[src/uambs_defines.svh]
`ifndef UAMBS_DEFINES_SVH
`define UAMBS_DEFINES_SVH

// register byte offsets on the apb
`define UAMBS_OFF_CTRL      12'h000
`define UAMBS_OFF_ADDR      12'h004
`define UAMBS_OFF_MASK      12'h008
`define UAMBS_OFF_STAT      12'h00c
`define UAMBS_OFF_IRQ_MASK  12'h010
`define UAMBS_OFF_T1_RELOAD 12'h014
`define UAMBS_OFF_T2_RELOAD 12'h018
`define UAMBS_OFF_RX_DATA   12'h01c
`define UAMBS_OFF_IER       12'h020

// control register fields
`define UAMBS_CTRL_MODE_LSB  0
`define UAMBS_CTRL_MP_BIT    2
`define UAMBS_CTRL_DBL_BIT   3
`define UAMBS_CTRL_T2RX_BIT  4
`define UAMBS_CTRL_T2TX_BIT  5
`define UAMBS_CTRL_T1RUN_BIT 6
`define UAMBS_CTRL_T2RUN_BIT 7

// status bits
`define UAMBS_ST_RX_DONE 0
`define UAMBS_ST_DROP    1
`define UAMBS_ST_W       2

// reset values
`define UAMBS_RST_ADDR 8'h00
`define UAMBS_RST_MASK 8'h00
`define UAMBS_RST_CTRL 8'h00

// divider counts
`define UAMBS_DIV_SHIFT 12
`define UAMBS_DIV_FIX   64
`define UAMBS_DIV_T1    32
`define UAMBS_DIV_T1PRE 12
`define UAMBS_DIV_T2    16
`define UAMBS_DIV_T2PRE 2

`endif

[src/uambs_pkg.sv]
`default_nettype none
package uambs_pkg;
   typedef enum logic [1:0] {
      UAMBS_MODE_SHIFT = 2'b00,
      UAMBS_MODE_VAR8  = 2'b01,
      UAMBS_MODE_FIX9  = 2'b10,
      UAMBS_MODE_VAR9  = 2'b11
   } uambs_mode_t;
endpackage
`default_nettype wire

[src/uambs_match_if.sv]
`default_nettype none
interface uambs_match_if;
   logic [7:0] own_address;
   logic [7:0] address_mask;
   logic [7:0] rx_byte;
   logic       hit;
   modport host (output own_address, output address_mask, output rx_byte, input hit);
   modport cmp  (input own_address, input address_mask, input rx_byte, output hit);
endinterface
`default_nettype wire

[src/uambs_addr_cmp.sv]
`default_nettype none
module uambs_addr_cmp (
   uambs_match_if.cmp m
);
   logic [7:0] given_ok;
   logic [7:0] bcast_ok;
   logic [7:0] bcast;

   assign bcast = m.own_address | m.address_mask;

   genvar i;
   generate
      for (i = 0; i < 8; i++) begin : g_bit
         assign given_ok[i] = ~m.address_mask[i] | (m.rx_byte[i] == m.own_address[i]);
         assign bcast_ok[i] = ~bcast[i] | m.rx_byte[i];
      end
   endgenerate

   assign m.hit = (&given_ok) | (&bcast_ok);
endmodule
`default_nettype wire

[src/uambs_tick_div.sv]
`default_nettype none
// divides a tick stream by a count; doubler halves the count
module uambs_tick_div #(
   parameter int DIV = 16
) (
   input  wire logic sys_clk_in,
   input  wire logic rst_b_in,
   input  wire logic tick_in,
   input  wire logic halve_in,
   input  wire logic clear_in,
   output logic      tick_out
);
   localparam int W = $clog2(DIV);

   if (DIV < 2 || (DIV % 2) != 0) begin : g_bad_div
      $error("uambs_tick_div: DIV must be even and >= 2");
   end

   typedef struct packed {
      logic [W-1:0] cnt;
      logic         pulse;
   } uambs_div_t;

   uambs_div_t s_q;
   uambs_div_t s_d;
   logic [W-1:0] last;

   assign last = halve_in ? W'(DIV / 2 - 1) : W'(DIV - 1);

   always_comb begin
      s_d = s_q;
      s_d.pulse = 1'b0;
      if (clear_in) begin
         s_d.cnt = '0;
      end else if (tick_in) begin
         if (s_q.cnt >= last) begin
            s_d.cnt = '0;
            s_d.pulse = 1'b1;
         end else begin
            s_d.cnt = s_q.cnt + W'(1);
         end
      end
   end

   always_ff @(posedge sys_clk_in or negedge rst_b_in) begin
      if (!rst_b_in) begin
         s_q <= '0;
      end else begin
         s_q <= s_d;
      end
   end

   assign tick_out = s_q.pulse;
endmodule
`default_nettype wire

[src/uambs_top.sv]
`include "uambs_defines.svh"
`default_nettype none
// Overview of operation
// - multiproc mode: done only on address match
// - nine-bit modes drop ninth-bit-zero frames when multiproc enable is set
// - ten-bit mode: stop bit marks address
// - shift mode ignores multiproc enable
// - given address: masked bits must equal
// - broadcast is own OR mask
// - address and mask reset to zero
// - interrupt needs serial interrupt enable
// - transmit and receive clocks run independently in variable modes
// - shift mode rate is osc/12
// - fixed nine-bit rate osc/64, doubler doubles
// - variable modes: timer1 default, timer2 selectable
// - timer1 rate: overflow/32, doubler doubles
// - timer1 auto-reload byte sets rate
// - timer2 reloads 16 bits on rollover
// - timer2 rate: overflow/16, no doubler
module uambs_top (
   input  wire logic        sys_clk_in,
   input  wire logic        rst_b_in,
   input  wire logic        psel,
   input  wire logic        penable,
   input  wire logic        pwrite,
   input  wire logic [11:0] paddr,
   input  wire logic [31:0] pwdata,
   output logic [31:0]      prdata,
   output logic             pready,
   output logic             pslverr,
   input  wire logic        frame_valid_in,
   input  wire logic [7:0]  frame_data_in,
   input  wire logic        frame_bit9_in,
   input  wire logic        frame_stop_ok_in,
   output logic             rx_baud_tick_out,
   output logic             tx_baud_tick_out,
   output logic             irq_out
);
   // frame inputs come from the receive shifter on this clock: no synchroniser
   typedef struct packed {
      logic [7:0]  ctrl;
      logic [7:0]  own_address;
      logic [7:0]  address_mask;
      logic [1:0]  stat;
      logic [1:0]  irq_mask;
      logic        serial_irq_enable;
      logic [7:0]  timer_one_reload_byte;
      logic [15:0] t2_reload;
      logic [7:0]  t1_count;
      logic [3:0]  t1_pre;
      logic [15:0] t2_count;
      logic        t2_pre;
      logic [3:0]  sh_pre;
      logic        t1_ovf;
      logic        t2_ovf;
      logic        sh_tick;
      logic [7:0]  rx_data;
      logic [31:0] rdata;
   } uambs_state_t;

   uambs_state_t s_q;
   uambs_state_t s_d;

   uambs_match_if mif ();
   uambs_addr_cmp u_cmp (.m(mif));

   uambs_pkg::uambs_mode_t mode;
   logic multiproc_enable;
   logic baud_doubler;
   logic t2_rx_sel;
   logic t2_tx_sel;
   logic fix_tick;
   logic t1_div_tick;
   logic t2_div_rx;
   logic t2_div_tx;
   logic t1_div_tx;
   logic wr_en;
   logic rd_en;
   logic addr_ok;
   logic accept;
   logic drop;

   assign mode              = uambs_pkg::uambs_mode_t'(s_q.ctrl[`UAMBS_CTRL_MODE_LSB +: 2]);
   assign multiproc_enable  = s_q.ctrl[`UAMBS_CTRL_MP_BIT];
   assign baud_doubler      = s_q.ctrl[`UAMBS_CTRL_DBL_BIT];
   assign t2_rx_sel         = s_q.ctrl[`UAMBS_CTRL_T2RX_BIT];
   assign t2_tx_sel         = s_q.ctrl[`UAMBS_CTRL_T2TX_BIT];

   assign mif.own_address   = s_q.own_address;
   assign mif.address_mask  = s_q.address_mask;
   assign mif.rx_byte       = frame_data_in;

   assign wr_en   = psel && penable && pwrite;
   assign rd_en   = psel && !penable && !pwrite;
   assign pready  = 1'b1;
   assign pslverr = psel && penable && !addr_ok;

   // only exact word offsets decode; anything else answers with an error
   always_comb begin
      if (paddr == `UAMBS_OFF_CTRL) begin
         addr_ok = 1'b1;
      end else if (paddr == `UAMBS_OFF_ADDR) begin
         addr_ok = 1'b1;
      end else if (paddr == `UAMBS_OFF_MASK) begin
         addr_ok = 1'b1;
      end else if (paddr == `UAMBS_OFF_STAT) begin
         addr_ok = 1'b1;
      end else if (paddr == `UAMBS_OFF_IRQ_MASK) begin
         addr_ok = 1'b1;
      end else if (paddr == `UAMBS_OFF_T1_RELOAD) begin
         addr_ok = 1'b1;
      end else if (paddr == `UAMBS_OFF_T2_RELOAD) begin
         addr_ok = 1'b1;
      end else if (paddr == `UAMBS_OFF_RX_DATA) begin
         addr_ok = 1'b1;
      end else if (paddr == `UAMBS_OFF_IER) begin
         addr_ok = 1'b1;
      end else begin
         addr_ok = 1'b0;
      end
   end
   assign prdata  = s_q.rdata;

   // frame acceptance decision
   always_comb begin
      accept = 1'b0;
      drop   = 1'b0;
      if (frame_valid_in) begin
         case (mode)
            uambs_pkg::UAMBS_MODE_SHIFT: begin
               accept = 1'b1;
            end
            uambs_pkg::UAMBS_MODE_VAR8: begin
               accept = !multiproc_enable || (frame_stop_ok_in && mif.hit);
            end
            default: begin
               accept = !multiproc_enable || (frame_bit9_in && mif.hit);
            end
         endcase
         // refused frames still leave a trace in the status register
         drop = !accept;
      end
   end

   always_comb begin
      s_d = s_q;
      s_d.t1_ovf  = 1'b0;
      s_d.t2_ovf  = 1'b0;
      s_d.sh_tick = 1'b0;

      if (s_q.sh_pre == 4'(`UAMBS_DIV_SHIFT - 1)) begin
         s_d.sh_pre  = '0;
         s_d.sh_tick = 1'b1;
      end else begin
         s_d.sh_pre = s_q.sh_pre + 4'h1;
      end

      // timer1 8-bit auto-reload, osc/12 prescale
      // count starts at zero after reset, so the first overflow comes late
      if (s_q.ctrl[`UAMBS_CTRL_T1RUN_BIT]) begin
         if (s_q.t1_pre == 4'(`UAMBS_DIV_T1PRE - 1)) begin
            s_d.t1_pre = '0;
            if (s_q.t1_count == 8'hff) begin
               s_d.t1_count = s_q.timer_one_reload_byte;
               s_d.t1_ovf   = 1'b1;
            end else begin
               s_d.t1_count = s_q.t1_count + 8'h01;
            end
         end else begin
            s_d.t1_pre = s_q.t1_pre + 4'h1;
         end
      end

      if (s_q.ctrl[`UAMBS_CTRL_T2RUN_BIT]) begin
         s_d.t2_pre = ~s_q.t2_pre;
         if (s_q.t2_pre) begin
            if (s_q.t2_count == 16'hffff) begin
               s_d.t2_count = s_q.t2_reload;
               s_d.t2_ovf   = 1'b1;
            end else begin
               s_d.t2_count = s_q.t2_count + 16'h0001;
            end
         end
      end

      if (accept) begin
         s_d.rx_data = frame_data_in;
      end

      // apb writes take effect in the access phase
      if (wr_en) begin
         if (paddr == `UAMBS_OFF_CTRL) begin
            s_d.ctrl = pwdata[7:0];
         end else if (paddr == `UAMBS_OFF_ADDR) begin
            s_d.own_address = pwdata[7:0];
         end else if (paddr == `UAMBS_OFF_MASK) begin
            s_d.address_mask = pwdata[7:0];
         end else if (paddr == `UAMBS_OFF_IRQ_MASK) begin
            s_d.irq_mask = pwdata[`UAMBS_ST_W-1:0];
         end else if (paddr == `UAMBS_OFF_T1_RELOAD) begin
            s_d.timer_one_reload_byte = pwdata[7:0];
         end else if (paddr == `UAMBS_OFF_T2_RELOAD) begin
            s_d.t2_reload = pwdata[15:0];
            // preset the count too, else the first rollover is 64k states away
            s_d.t2_count  = pwdata[15:0];
         end else if (paddr == `UAMBS_OFF_IER) begin
            s_d.serial_irq_enable = pwdata[0];
         end
      end

      // read data is captured in the setup phase so it stands during access
      s_d.rdata = '0;
      if (rd_en) begin
         if (paddr == `UAMBS_OFF_CTRL) begin
            s_d.rdata = {24'h000000, s_q.ctrl};
         end else if (paddr == `UAMBS_OFF_ADDR) begin
            s_d.rdata = {24'h000000, s_q.own_address};
         end else if (paddr == `UAMBS_OFF_MASK) begin
            s_d.rdata = {24'h000000, s_q.address_mask};
         end else if (paddr == `UAMBS_OFF_STAT) begin
            s_d.rdata = {30'h00000000, s_q.stat};
         end else if (paddr == `UAMBS_OFF_IRQ_MASK) begin
            s_d.rdata = {30'h00000000, s_q.irq_mask};
         end else if (paddr == `UAMBS_OFF_T1_RELOAD) begin
            s_d.rdata = {24'h000000, s_q.timer_one_reload_byte};
         end else if (paddr == `UAMBS_OFF_T2_RELOAD) begin
            s_d.rdata = {16'h0000, s_q.t2_reload};
         end else if (paddr == `UAMBS_OFF_RX_DATA) begin
            s_d.rdata = {24'h000000, s_q.rx_data};
         end else if (paddr == `UAMBS_OFF_IER) begin
            s_d.rdata = {31'h00000000, s_q.serial_irq_enable};
         end
      end

      // status clears on the access phase of its read; a new event wins
      if (psel && penable && !pwrite && paddr == `UAMBS_OFF_STAT) begin
         s_d.stat = '0;
      end
      if (accept) begin
         s_d.stat[`UAMBS_ST_RX_DONE] = 1'b1;
      end
      if (drop) begin
         s_d.stat[`UAMBS_ST_DROP] = 1'b1;
      end
   end

   always_ff @(posedge sys_clk_in or negedge rst_b_in) begin
      if (!rst_b_in) begin
         s_q <= '0;
         s_q.ctrl <= `UAMBS_RST_CTRL;
         s_q.own_address  <= `UAMBS_RST_ADDR;
         s_q.address_mask <= `UAMBS_RST_MASK;
      end else begin
         s_q <= s_d;
      end
   end

   // irq gated by enable
   // level output: stays high until software reads the status register
   assign irq_out = s_q.serial_irq_enable && |(s_q.stat & s_q.irq_mask);

   uambs_tick_div #(.DIV(`UAMBS_DIV_T1)) u_t1_rx (
      .sys_clk_in (sys_clk_in),
      .rst_b_in   (rst_b_in),
      .tick_in    (s_q.t1_ovf),
      .halve_in   (baud_doubler),
      .clear_in   (1'b0),
      .tick_out   (t1_div_tick)
   );

   // timer2 overflow over 16, no doubler
   uambs_tick_div #(.DIV(`UAMBS_DIV_T2)) u_t2 (
      .sys_clk_in (sys_clk_in),
      .rst_b_in   (rst_b_in),
      .tick_in    (s_q.t2_ovf),
      .halve_in   (1'b0),
      .clear_in   (1'b0),
      .tick_out   (t2_div_rx)
   );

   // fixed rate osc/64, doubler halves count
   uambs_tick_div #(.DIV(`UAMBS_DIV_FIX)) u_fix (
      .sys_clk_in (sys_clk_in),
      .rst_b_in   (rst_b_in),
      .tick_in    (1'b1),
      .halve_in   (baud_doubler),
      .clear_in   (1'b0),
      .tick_out   (fix_tick)
   );

   // own tx dividers
   // separate counters so a tx rate change never shifts the rx bit phase
   uambs_tick_div #(.DIV(`UAMBS_DIV_T1)) u_t1_tx (
      .sys_clk_in (sys_clk_in),
      .rst_b_in   (rst_b_in),
      .tick_in    (s_q.t1_ovf),
      .halve_in   (baud_doubler),
      .clear_in   (1'b0),
      .tick_out   (t1_div_tx)
   );

   uambs_tick_div #(.DIV(`UAMBS_DIV_T2)) u_t2_tx (
      .sys_clk_in (sys_clk_in),
      .rst_b_in   (rst_b_in),
      .tick_in    (s_q.t2_ovf),
      .halve_in   (1'b0),
      .clear_in   (1'b0),
      .tick_out   (t2_div_tx)
   );

   always_comb begin
      case (mode)
         uambs_pkg::UAMBS_MODE_SHIFT: begin
            rx_baud_tick_out = s_q.sh_tick;
            tx_baud_tick_out = s_q.sh_tick;
         end
         uambs_pkg::UAMBS_MODE_FIX9: begin
            rx_baud_tick_out = fix_tick;
            tx_baud_tick_out = fix_tick;
         end
         default: begin
            rx_baud_tick_out = t2_rx_sel ? t2_div_rx : t1_div_tick;
            tx_baud_tick_out = t2_tx_sel ? t2_div_tx : t1_div_tx;
         end
      endcase
   end
endmodule
`default_nettype wire

[config.mk]
export PLATFORM = sky130hd
export DESIGN_NAME = uambs_top
export DESIGN_NICKNAME = d
export VERILOG_FILES = /design/src/uambs_pkg.sv /design/src/uambs_match_if.sv /design/src/uambs_addr_cmp.sv /design/src/uambs_tick_div.sv /design/src/uambs_top.sv
export VERILOG_INCLUDE_DIRS = /design/src
export SDC_FILE = /design/constraint.sdc
export NUM_CORES = 1
export LEC_CHECK = 0
export ABC_CLOCK_PERIOD_IN_PS = 2300
export CAP_MARGIN = 10
export CORE_MARGIN = 2
export CORE_UTILIZATION = 55
export CTS_CLUSTER_DIAMETER = 150
export DETAILED_ROUTE_END_ITERATION = 10
export DONT_BUFFER_PORTS = 1
export GPL_ROUTABILITY_DRIVEN = 1
export PLACE_DENSITY_LB_ADDON = 0.2
export SLEW_MARGIN = 20
export SYNTH_ARGS = -nofsm -noshare
export SYNTH_HDL_FRONTEND = slang
export SYNTH_SLANG_ARGS = --single-unit
[constraint.sdc]
create_clock -name sys_clk_in -period 2.3 [get_ports sys_clk_in]
set_input_delay 0.46 -clock sys_clk_in [delete_from_list [all_inputs] [get_ports sys_clk_in]]
set_output_delay 0.46 -clock sys_clk_in [all_outputs]
set_load 0.02 [all_outputs]
==> run metrics, run 1 <==
slowest stage cell, crit path=dfrtp_1; biggest area consumer among synthesized cells=dfrtp_1; Hold WC Path Type=in2async; status=complete, but fails checks; CTS max path bufs=2; Startpoint Class=flip-flop; number of flops mapped to enable cells by yosys=0; Final Util=between 60% and 70%; Die Span X=around 120 µm; Slew Limit Fails=0; crit path cell chain=o21bai_1, o2111ai_1, o31a_1, a211oi_4, buf_4, mux2_2; post-route insts no fill=888; TritonCTS clock tree=built; CP Launch Point=mif.own_address[7]$_DFFE_PN0P_; most instantiated library cell after synthesis=dfrtp_1; clock latency on the worst-skew pair=~0.42 ns; reg-to-reg startpoint=mif.own_address[7]$_DFFE_PN0P_; reg2reg end=s_q[38]$_DFFE_PN0P_; initial antenna violation count=0; Pwr Total=5.73 mW; crit path DAT=2.42 ns; DR pass1 iterations=5; Post-Synthesis Cell Area=around 0.0073 mm²; Rows=42; Routed wire per std cell=roughly 19 µm; Async S/R FF share, synth=100%; Cells after Synth=around 700; post-route clock skew=roughly 0.0064 ns; final hold slack=-0.264 ns; Post-Route WL=approximately 17000 µm; Yosys reg bits=around 140; Starting Density=around 56%; Commonest cells post-synth=142 x dfrtp_1, 87 x nand2_1, 50 x nor2_1, 43 x mux2_2, 40 x a21oi_1; Syn Area/Cell=between 10 and 15 µm²; pin count of the biggest net entering global routing=~140; delay-heaviest family, CP=compound AO/OA/AOI/OAI gates; CP max FO=9; Num Clock Sinks=approximately 140; max incr delay on CP=between 0.4 and 0.5 ns; Clock transition at path regs=around 0.06 ns; Yosys Warn Count=0; Netlist cell types=74; Slew headroom=60.6%; die height=around 120 µm; max_cap viols=0; DRC=0; Worst Reg-to-Reg Cells=6; Final min period=approximately 2.1 ns; worst vdd ir=approximately 0.00053 V; PwrDens=roughly 700 mW/mm²; hpwl dp=between 10000 and 15000 µm; Final Cycle Share=between 90% and 100%; share of Yosys cell area claimed by the top area cell type=48.5%; die area=0.0143 mm²; placed cells=approximately 860; setup tns final=0 ns; Antenna Diode Count=0; reg2reg setup slack=between 0.15 and 0.2 ns; Synth area leaders=dfrtp_1 48%, mux2_2 6.6%, nand2_1 4.5%, buf_4 3.4%, a21oi_1 2.7%; share of layout cells above drive strength 1=17.3%; first-pass GRT wire length=about 27000 µm; Critical Setup Path Class=reg2reg; Syn-to-layout area delta=9.80%; final hold vios=142; sequential-to-total area share from yosys stat=about half; number of DRC markers in iteration 0=463; global-route congestion overflow total=0; f_max=473 MHz; gpl congestion=between 0.9 and 1; Nets=a little under 800; failing checks=hold timing; I/O pin count=between 90 and 100; vias in the first global route=approximately 5200; top_reg_cell synth=dfrtp_1; GRT Total Usage=between 20% and 30%; Setup-failing EPs final=0; Vias=~5300; # port buffers=0; leakage=around 3.6 nW; Critical Path End=s_q[38]$_DFFE_PN0P_; Core ar.=0.0131 mm²; WP data required=between 2 and 3 ns; RSZ-0062 raised after global routing=no; TritonCTS Buffers=17; crit path capture type=flip-flop; CTS H-tree depth=4; number of buffers and inverters on the critical path=1; Root Buffer=clkbuf_16; worst-margin pin slew=approximately 0.59 ns; Worst path depth=6; number of routed nets with antenna violations=0; number of vias per cell=between 5 and 6
[cell usage in the layout (no fill, tap or decap), types with 3 or more instances in the layout]
cell type and instances:
and3_1 6, o31ai_1 7, buf_4 18, conb_1 17, mux2_2 43, clkbuf_16 17
o21ai_1 4, o22ai_1 6, a221oi_1 5, and2_1 14, nor3_1 5, mux2i_1 11
nand4b_1 3, o211ai_1 4, a22oi_1 11, nand4_1 16, bufinv_16 5, o21bai_1 5
o221ai_1 6, mux2_4 8, a41oi_1 3, nand3_1 21, nor2b_1 4, nor4_1 4
nor3b_1 5, inv_1 13, o21ai_0 26, a21oi_1 40, xor2_1 18, nand2_1 87
a211oi_1 3, nand2b_1 6, nor2_1 50, ha_1 12, xnor2_1 9, clkinv_2 5
dfrtp_1 142
[per-layer routing]
metal  up-vias  GRT usage (%)  routed length, µm
li1       2486              -                  -
met1      2645           31.9               7180
met2       170           39.5               8150
met3        26           6.23               1050
met4         0           9.41                329
met5         -              0                  0
[worst register-to-register path, stage by stage, from the launching register on]
cell,delay [ns]
dfrtp_1,0.41
o21bai_1,0.25
o2111ai_1,0.18
o31a_1,0.32
a211oi_4,0.24
buf_4,0.24
mux2_2,0.36
[how the worst min path moves through the flow]
stage / from / to / slack [ns] / depth (start not counted)
global placement: rst_b_in / s_q[44]$_DFF_PN0_ / 0.17 / 0
finish: rst_b_in / u_fix.s_q[4]$_DFF_PN0_ / -0.26 / 0
detailed placement: rst_b_in / u_fix.s_q[4]$_DFF_PN0_ / 0.17 / 0
floorplan: rst_b_in / baud_doubler$_DFFE_PN0P_ / 0.16 / 0
global route: rst_b_in / s_q[45]$_DFF_PN0_ / -0.28 / 0
CTS: rst_b_in / u_t1_rx.s_q[5]$_DFFE_PN0P_ / -0.28 / 0
[kinds of logic (layout without fill, tap and decap cells)]
group	count (synthesis)	count (layout)	synth area share, %
muxes	62	62	9.75
other	2	17	0.102
DFF	142	142	48.5
adders and majority gates	12	12	2.05
AOI/OAI and AO/OA	139	139	12.4
buffers and inverters	65	63	5.39
xor gates and xnor gates	27	27	3.23
and+or+nand+nor	250	250	18.6
[through the flow]
stage,hold slack (ns),instance area [µm²],setup WS (ns)
global placement,0.169,7400,0.234
finish,-0.264,8050,0.185
global route,-0.281,8050,0.0726
floorplan,0.164,7390,0.273
detailed placement,0.169,7400,0.205
CTS,-0.282,8050,0.206
[registers in the layout, summed over array words and instances, names as in the netlist, 5 cells and up]
| name | flops |
|---|---|
| mif.own_address | 8 |
| u_t1_rx.s_q | 5 |
| mif.address_mask | 8 |
| s_q | 77 |
| prdata | 16 |
| u_t1_tx.s_q | 5 |
| u_fix.s_q | 6 |
[layout make-up]
type	instances	area, µm²
clock inverters	12	190
well taps	176	220
repair buffers	18	135
inverters	13	48.8
flip-flops and latches	142	3550
fillers	1077	5090
clock buffers	20	457
multi-input cells	507	3440
[power breakdown]
| group | total (mW) | internal [mW] | switching, mW |
|---|---|---|---|
| Combinational | 0.161 | 0.0712 | 0.0895 |
| Sequential | 2.57 | 2.54 | 0.0331 |
| Clock | 3.00 | 1.97 | 1.03 |
[repair_timing]
item | 4_1_cts | 5_1_grt
gates resized for setup | 0 | 0
hold endpoints to repair | 142 | 142
setup buffers | 0 | 0
Note: power is estimated with default switching activity, not from simulation.
==> run 2, diff against run 1 <==
--- a/config.mk
+++ b/config.mk
@@ -6,6 +6,7 @@
 export SDC_FILE = /design/constraint.sdc
 export NUM_CORES = 1
 export LEC_CHECK = 0
+export ABC_AREA = 1
 export ABC_CLOCK_PERIOD_IN_PS = 2300
 export CAP_MARGIN = 10
 export CORE_MARGIN = 2
==> run 2 against run 1 <==
  * Routed wire length up 1.5%
  * Non-clock buffer count down 7
  * Die area up 1.7%
  * The run still ends with hold timing left
  * Largest cell class unchanged
  * Sequential share of layout area down 0.32 points
  * Sequential cell count unchanged
  * Cell count up 22%
  * Critical path type is now reg2out
  * Synthesized cell count up 28%
  * Area after synthesis up 1.8%
  * Highest routed layer unchanged
  * Clock-buffer cell count down 2
  * Global-route usage up 0.63 points
  * Worst setup slack better by 0.048 ns
  * Combinational power about the same
==> run metrics, run 2 <==
status=complete, but fails checks; failing checks=hold timing; TritonCTS Buffers=17; Syn Area/Cell=a little over 8 µm²; number of DRC markers in iteration 0=around 470; Async S/R FF share, synth=100%; die area=~0.015 mm²; Vias=about 5900; max_cap viols=0; Routed wire per std cell=15.7 µm; hpwl dp=between 10000 and 15000 µm; Core ar.=~0.013 mm²; reg-to-reg startpoint=s_q[48]$_DFF_PN0_; M1 GR Usage=33.6%; # port buffers=0; number of routed nets with antenna violations=0; DR pass1 iterations=5; Post-Synthesis Cell Area=about 0.0075 mm²; gpl congestion=a little over 0.9; clock latency on the worst-skew pair=roughly 0.43 ns; WP data required=1.84 ns; grt met2 use=40.3%; CP max FO=6; first-pass GRT wire length=28500 µm; final hold slack=-0.268 ns; Antenna Diode Count=0; initial antenna violation count=0; Yosys Warn Count=0; Netlist cell types=52; CP Launch Point=mode[0]$_DFFE_PN0P_; pin count of the biggest net entering global routing=roughly 140; setup tns final=0 ns; GRT Total Usage=25.1%; Slew Limit Fails=0; sequential-to-total area share from yosys stat=roughly 48%; gr busiest metal=met2; Num Clock Sinks=between 100 and 150; post-route clock skew=between 0.005 and 0.006 ns; Yosys reg bits=roughly 140; PwrDens=between 700 and 800 mW/mm²; share of Yosys cell area claimed by the top area cell type=between 40% and 50%; Critical Setup Path Class=reg2out; worst setup margin=around 0.23 ns; Starting Density=between 50% and 60%; I/O pin count=97; post-route insts no fill=around 1100; most instantiated library cell after synthesis=nand2_1; final hold vios=between 100 and 150; worst vdd ir=between 0.0004 and 0.0005 V; Synth area leaders=dfrtp_1 48%, nand2_1 11%, o21ai_0 4.7%, inv_1 4.4%, nand3_1 4.0%; Rows=42; Commonest cells post-synth=209 x nand2_1, 142 x dfrtp_1, 87 x inv_1, 75 x nor2_1, 70 x o21ai_0; Setup-failing EPs final=0; number of flops mapped to enable cells by yosys=0; Cells after Synth=roughly 900; GRT met3 Usage=under 10%; RSZ-0062 raised after global routing=no; top_reg_cell synth=dfrtp_1; crit path DAT=approximately 1.6 ns; Nets=around 970; biggest area consumer among synthesized cells=dfrtp_1; Final Cycle Share=between 80% and 90%; worst-margin pin slew=0.527 ns; Hold WC Path Type=in2async; crit path capture type=output pin; reg2reg setup slack=0.41 ns; TritonCTS clock tree=built; number of vias per cell=5.50; Most flops, register=s_q; Post-Route WL=17000 µm; Clock transition at path regs=0.06 ns; # Post-CTS Setup Buffers=0; CTS H-tree depth=4; Die Span X=around 120 µm; CTS max path bufs=2; max FFs per register=77; commonest non-fill, non-tap cell in the layout=nand2_1; f_max=484 MHz; Syn-to-layout area delta=8.63%; die height=approximately 120 µm; Root Buffer=clkbuf_16; global-route congestion overflow total=0; share of layout cells above drive strength 1=between 10% and 20%; Slew headroom=between 60% and 70%; Startpoint Class=flip-flop; Post-Place Setup Slack=about 0.27 ns; placed cells=around 1100; vias in the first global route=between 5000 and 6000; Final min period=2.07 ns; DRC=0; leakage=3.96 nW; Pwr Total=about 5.7 mW; most frequent cells in the layout=209 x nand2_1, 142 x dfrtp_1, 87 x inv_1
## run 2: changes by cell type in the layout (fill, tap and decap cells not counted), moves of 8 or more
| cell | before | now |
|---|---|---|
| and2_1 | 14 | 0 |
| mux2_4 | 8 | 0 |
| nor2_1 | 50 | 75 |
| o21ai_1 | 4 | 19 |
| inv_1 | 13 | 87 |
| o21ai_0 | 26 | 70 |
| nand3_1 | 21 | 59 |
| nand2_1 | 87 | 209 |
| mux2_2 | 43 | 1 |
| a21oi_1 | 40 | 28 |
| a22oi_1 | 11 | 3 |
| a31oi_1 | 2 | 10 |
## run 2: kinds of logic after synthesis
logic type | share of synthesized area (%)
AOI/OAI and AO/OA | 12.2
xor gates and xnor gates | 2.70
buffers and inverters | 9.62
and+or+nand+nor | 25.0
DFF | 47.6
muxes | 0.687
other | 0.101
adders and majority gates | 2.01
## run 2: layer usage
metal  share of wire, %  vias up
li1                   -     2879
met1                 44     2841
met2                 48      201
met3                6.0       28
met4                2.2        0
met5                  0        -
## run 2: final timing paths
kind	cells past startpoint	to
worst max register to register	10	s_q[53]$_DFF_PN0_
min in group sys_clk_in	2	s_q[60]$_DFF_PN0_
worst max-delay path	4	tx_baud_tick_out
worst min register to register	1	u_fix.s_q[1]$_DFF_PN0_
max in group asynchronous	0	mif.address_mask[0]$_DFFE_PN0P_
worst min-delay path	0	u_fix.s_q[3]$_DFF_PN0_
## run 2: power breakdown
part           internal [mW]  switching (mW)  leakage [nW]  total [mW]
logic                 0.0530           0.105          1.79       0.158
clock network           1.92            1.07         0.310        2.99
registers               2.54          0.0247          1.86        2.56
## run 2: metrics by stage
stage                     instance area, µm²  hold WS [ns]  util [%]
after floorplan                         7520         0.164         -
after global placement                  7460         0.168      56.4
after detailed placement                7460         0.168      56.4
after CTS                               8110        -0.285      61.2
after global routing                    8110        -0.281      61.2
final                                   8110        -0.268      61.2
## run 2: repair_timing
| item | in CTS | in global routing |
|---|---|---|
| resized for setup | 0 | 0 |
| hold endpoints to repair | 142 | 142 |
| setup endpoints to repair | 0 | 0 |
## run 2: cell type report
type	instances	area (µm²)
fillers	1187	5130
repair buffers	11	82.6
flip-flops and latches	142	3550
well taps	176	220
inverters	95	359
clock buffers	18	429
multi-input cells	626	3250
clock inverters	14	215
## run 2: critical path: stages, from the launching register on
cell     delay [ns]
dfrtp_1        0.47
nor2_1         0.25
a22oi_1        0.14
o21ai_0        0.13
buf_4          0.19
==> run 3, diff against run 2 <==
--- a/config.mk
+++ b/config.mk
@@ -11,12 +11,14 @@
 export CAP_MARGIN = 10
 export CORE_MARGIN = 2
 export CORE_UTILIZATION = 55
+export CTS_BUF_LIST = sky130_fd_sc_hd__clkbuf_8
 export CTS_CLUSTER_DIAMETER = 150
 export DETAILED_ROUTE_END_ITERATION = 10
 export DONT_BUFFER_PORTS = 1
 export GPL_ROUTABILITY_DRIVEN = 1
 export PLACE_DENSITY_LB_ADDON = 0.2
-export SLEW_MARGIN = 20
+export SLEW_MARGIN = 40
 export SYNTH_ARGS = -nofsm -noshare
 export SYNTH_HDL_FRONTEND = slang
+export SYNTH_HIERARCHICAL = 1
 export SYNTH_SLANG_ARGS = --single-unit
==> run 3 against run 2 <==
  * The flow still finishes with violations (hold timing)
  * Clock skew grew 0.0093 ns
  * Global-route usage is 0.90 points lower
  * Clock-buffer cell count increased by 3
  * Worst setup slack got worse by 0.014 ns
  * Maximum frequency is 0.65% lower
  * Cell count grew 12%
  * Non-clock buffer count up 1
  * Register-to-register slack lost 0.15 ns
  * First-iteration DRC count is 21% higher
  * Critical path type is now in2out
  * Largest power group is now sequential cells
  * Highest routed layer unchanged
==> run metrics, run 3 <==
number of routed nets with antenna violations=0; Clock transition at path regs=roughly 0.070 ns; Vias=between 6000 and 7000; vias in the first global route=between 5000 and 6000; commonest non-fill, non-tap cell in the layout=nand2_1; global-route congestion overflow total=0; final hold slack=-0.291 ns; die height=about 120 µm; Die Span X=124 µm; crit path cell chain=inv_1, nand2_1, nor2_1, nand2_1, nor2_1, nor2_1, nand2_1, nor4_1, buf_4; share of layout cells above drive strength 1=roughly a tenth; number of buffers and inverters on the critical path=2; max FFs per register=77; leakage=about 4.2 nW; most frequent cells in the layout=264 x nand2_1, 142 x dfrtp_1, 124 x inv_1; Hold WC Path Type=in2async; final hold vios=approximately 140; TritonCTS clock tree=built; Antenna Diode Count=0; Synth area leaders=dfrtp_1 45%, nand2_1 13%, inv_1 5.9%, o21ai_0 4.0%, nor2_1 4.0%; Yosys Warn Count=6; initial antenna violation count=0; hpwl dp=about 13000 µm; Syn-to-layout area delta=6.21%; I/O pin count=slightly below 100; first-pass GRT wire length=28600 µm; combinational family with the most area after synthesis=simple AND/OR/NAND/NOR gates; max incr delay on CP=around 0.25 ns; Most flops, register=s_q; CTS H-tree depth=4; reg2reg setup slack=around 0.26 ns; placed cells=approximately 1200; number of vias per cell=5.25; Nets=between 1000 and 1500; Design Area, Final=0.00837 mm²; GRT Total Usage=24.3%; PostCTS Resize Cnt=0; Commonest cells post-synth=264 x nand2_1, 142 x dfrtp_1, 124 x inv_1, 83 x nor2_1, 63 x o21ai_0; CTS max path bufs=2; CP max FO=4; status=complete, but fails checks; # port buffers=0; share of Yosys cell area claimed by the top area cell type=a little under half; Post-Route WL=between 15000 and 20000 µm; synthesized-area fraction occupied by adder cells=2.22%; DRC=0; Async S/R FF share, synth=100%; Num Clock Sinks=142; Syn Area/Cell=~7.9 µm²; max_cap viols=0; slowest stage cell, crit path=nor2_1; RSZ-0062 raised after global routing=no; Post-Synth Simple-Gate Area=27.0%; clock latency on the worst-skew pair=0.45 ns; most instantiated library cell after synthesis=nand2_1; biggest area consumer among synthesized cells=dfrtp_1; Pwr Total=4.63 mW; number of flops mapped to enable cells by yosys=0; Final min period=~2.1 ns; top_reg_cell synth=dfrtp_1; Startpoint Class=input pin; PwrDens=approximately 550 mW/mm²; Setup-failing EPs final=0; WP data required=1.84 ns; Yosys reg bits=142; DR pass1 iterations=6; die area=around 0.015 mm²; failing checks=hold timing; Routed wire per std cell=approximately 14 µm; post-synthesis compound-gate area fraction=between 10% and 20%; crit path capture type=output pin; sequential-to-total area share from yosys stat=approximately 45%; Slew Limit Fails=0; worst vdd ir=0.000423 V; post-synthesis mux area share=under 10%; delay-heaviest family, CP=simple AND/OR/NAND/NOR gates; setup tns final=0 ns; Post-Synthesis Cell Area=just under 0.008 mm²; pin count of the biggest net entering global routing=~140; Cells after Synth=between 1000 and 1500; gpl congestion=about 0.93; number of DRC markers in iteration 0=564; Netlist cell types=between 40 and 50; Final Cycle Share=90.5%; post-synthesis xor/xnor area fraction=1.56%; Critical Setup Path Class=in2out; post-route clock skew=between 0.01 and 0.015 ns; Final Util=between 60% and 70%; crit path DAT=~1.6 ns; Starting Density=56.6%; post-route insts no fill=about 1200; Placed Area=0.00797 mm²; Root Buffer=clkbuf_8; Core ar.=roughly 0.014 mm²; Rows=43; TritonCTS Buffers=17; f_max=481 MHz
[run 3: cell types whose count changed after synthesis, moves of 8 or more]
cell,delta
o21ai_1,+11
xor2_1,-10
mux2_2,+9
nor2_1,+8
inv_1,+37
nand2_1,+55
[run 3: power breakdown]
group          internal [mW]  total, mW  switching (mW)
registers               2.51       2.53          0.0156
clock network          0.976       1.96           0.985
logic                 0.0401      0.139          0.0985
[run 3: worst paths after layout]
check                                                from                    to  cells after the start
max                                              paddr[0]               pslverr                      9
min                                              rst_b_in  s_q[104]$_DFFE_PN0P_                      0
max reg2reg                mif.own_address[7]$_DFFE_PN0P_   s_q[33]$_DFFE_PN0P_                     10
min reg2reg                           s_q[96]$_DFFE_PN0P_   s_q[96]$_DFFE_PN0P_                      2
max in group asynchronous                        rst_b_in     s_q[59]$_DFF_PN0_                      0
min in group sys_clk_in                         pwdata[0]   s_q[76]$_DFFE_PN0P_                      2
[run 3: cell type report]
cell class	count	area [µm²]
flip-flops and latches	142	3550
clock buffers	21	289
inverters	137	518
multi-input cells	705	3580
fillers	1280	5570
well taps	180	225
clock inverters	11	109
repair buffers	12	90.1
[run 3: what timing repair did]
item | 4_1_cts | 5_1_grt
buffers inserted | 0 | 0
endpoints found under the hold margin | 142 | 142
setup endpoints to repair | 0 | 0
[run 3: per-layer routing]
layer | vias to the layer above | global-route usage (%) | wire [µm]
met4 | 0 | 7.32 | 244
met1 | 2934 | 34.0 | 7970
met3 | 25 | 6.73 | 1270
li1 | 3190 | - | -
met5 | - | 0 | 0
met2 | 191 | 36.8 | 7690
[run 3: logic make-up after synthesis]
family          Yosys count
compound gates          161
xor+xnor                 14
fa+ha+maj                14
buf+inv                 185
flops                   142
mux                      13
other cells               2
simple gates            472
[run 3: stage by stage]
step / setup WS (ns) / hold slack [ns]
final: 0.219 / -0.291
after global routing: 0.0750 / -0.336
after CTS: 0.221 / -0.328
after detailed placement: 0.262 / 0.171
after global placement: 0.266 / 0.171
after floorplan: 0.132 / 0.164
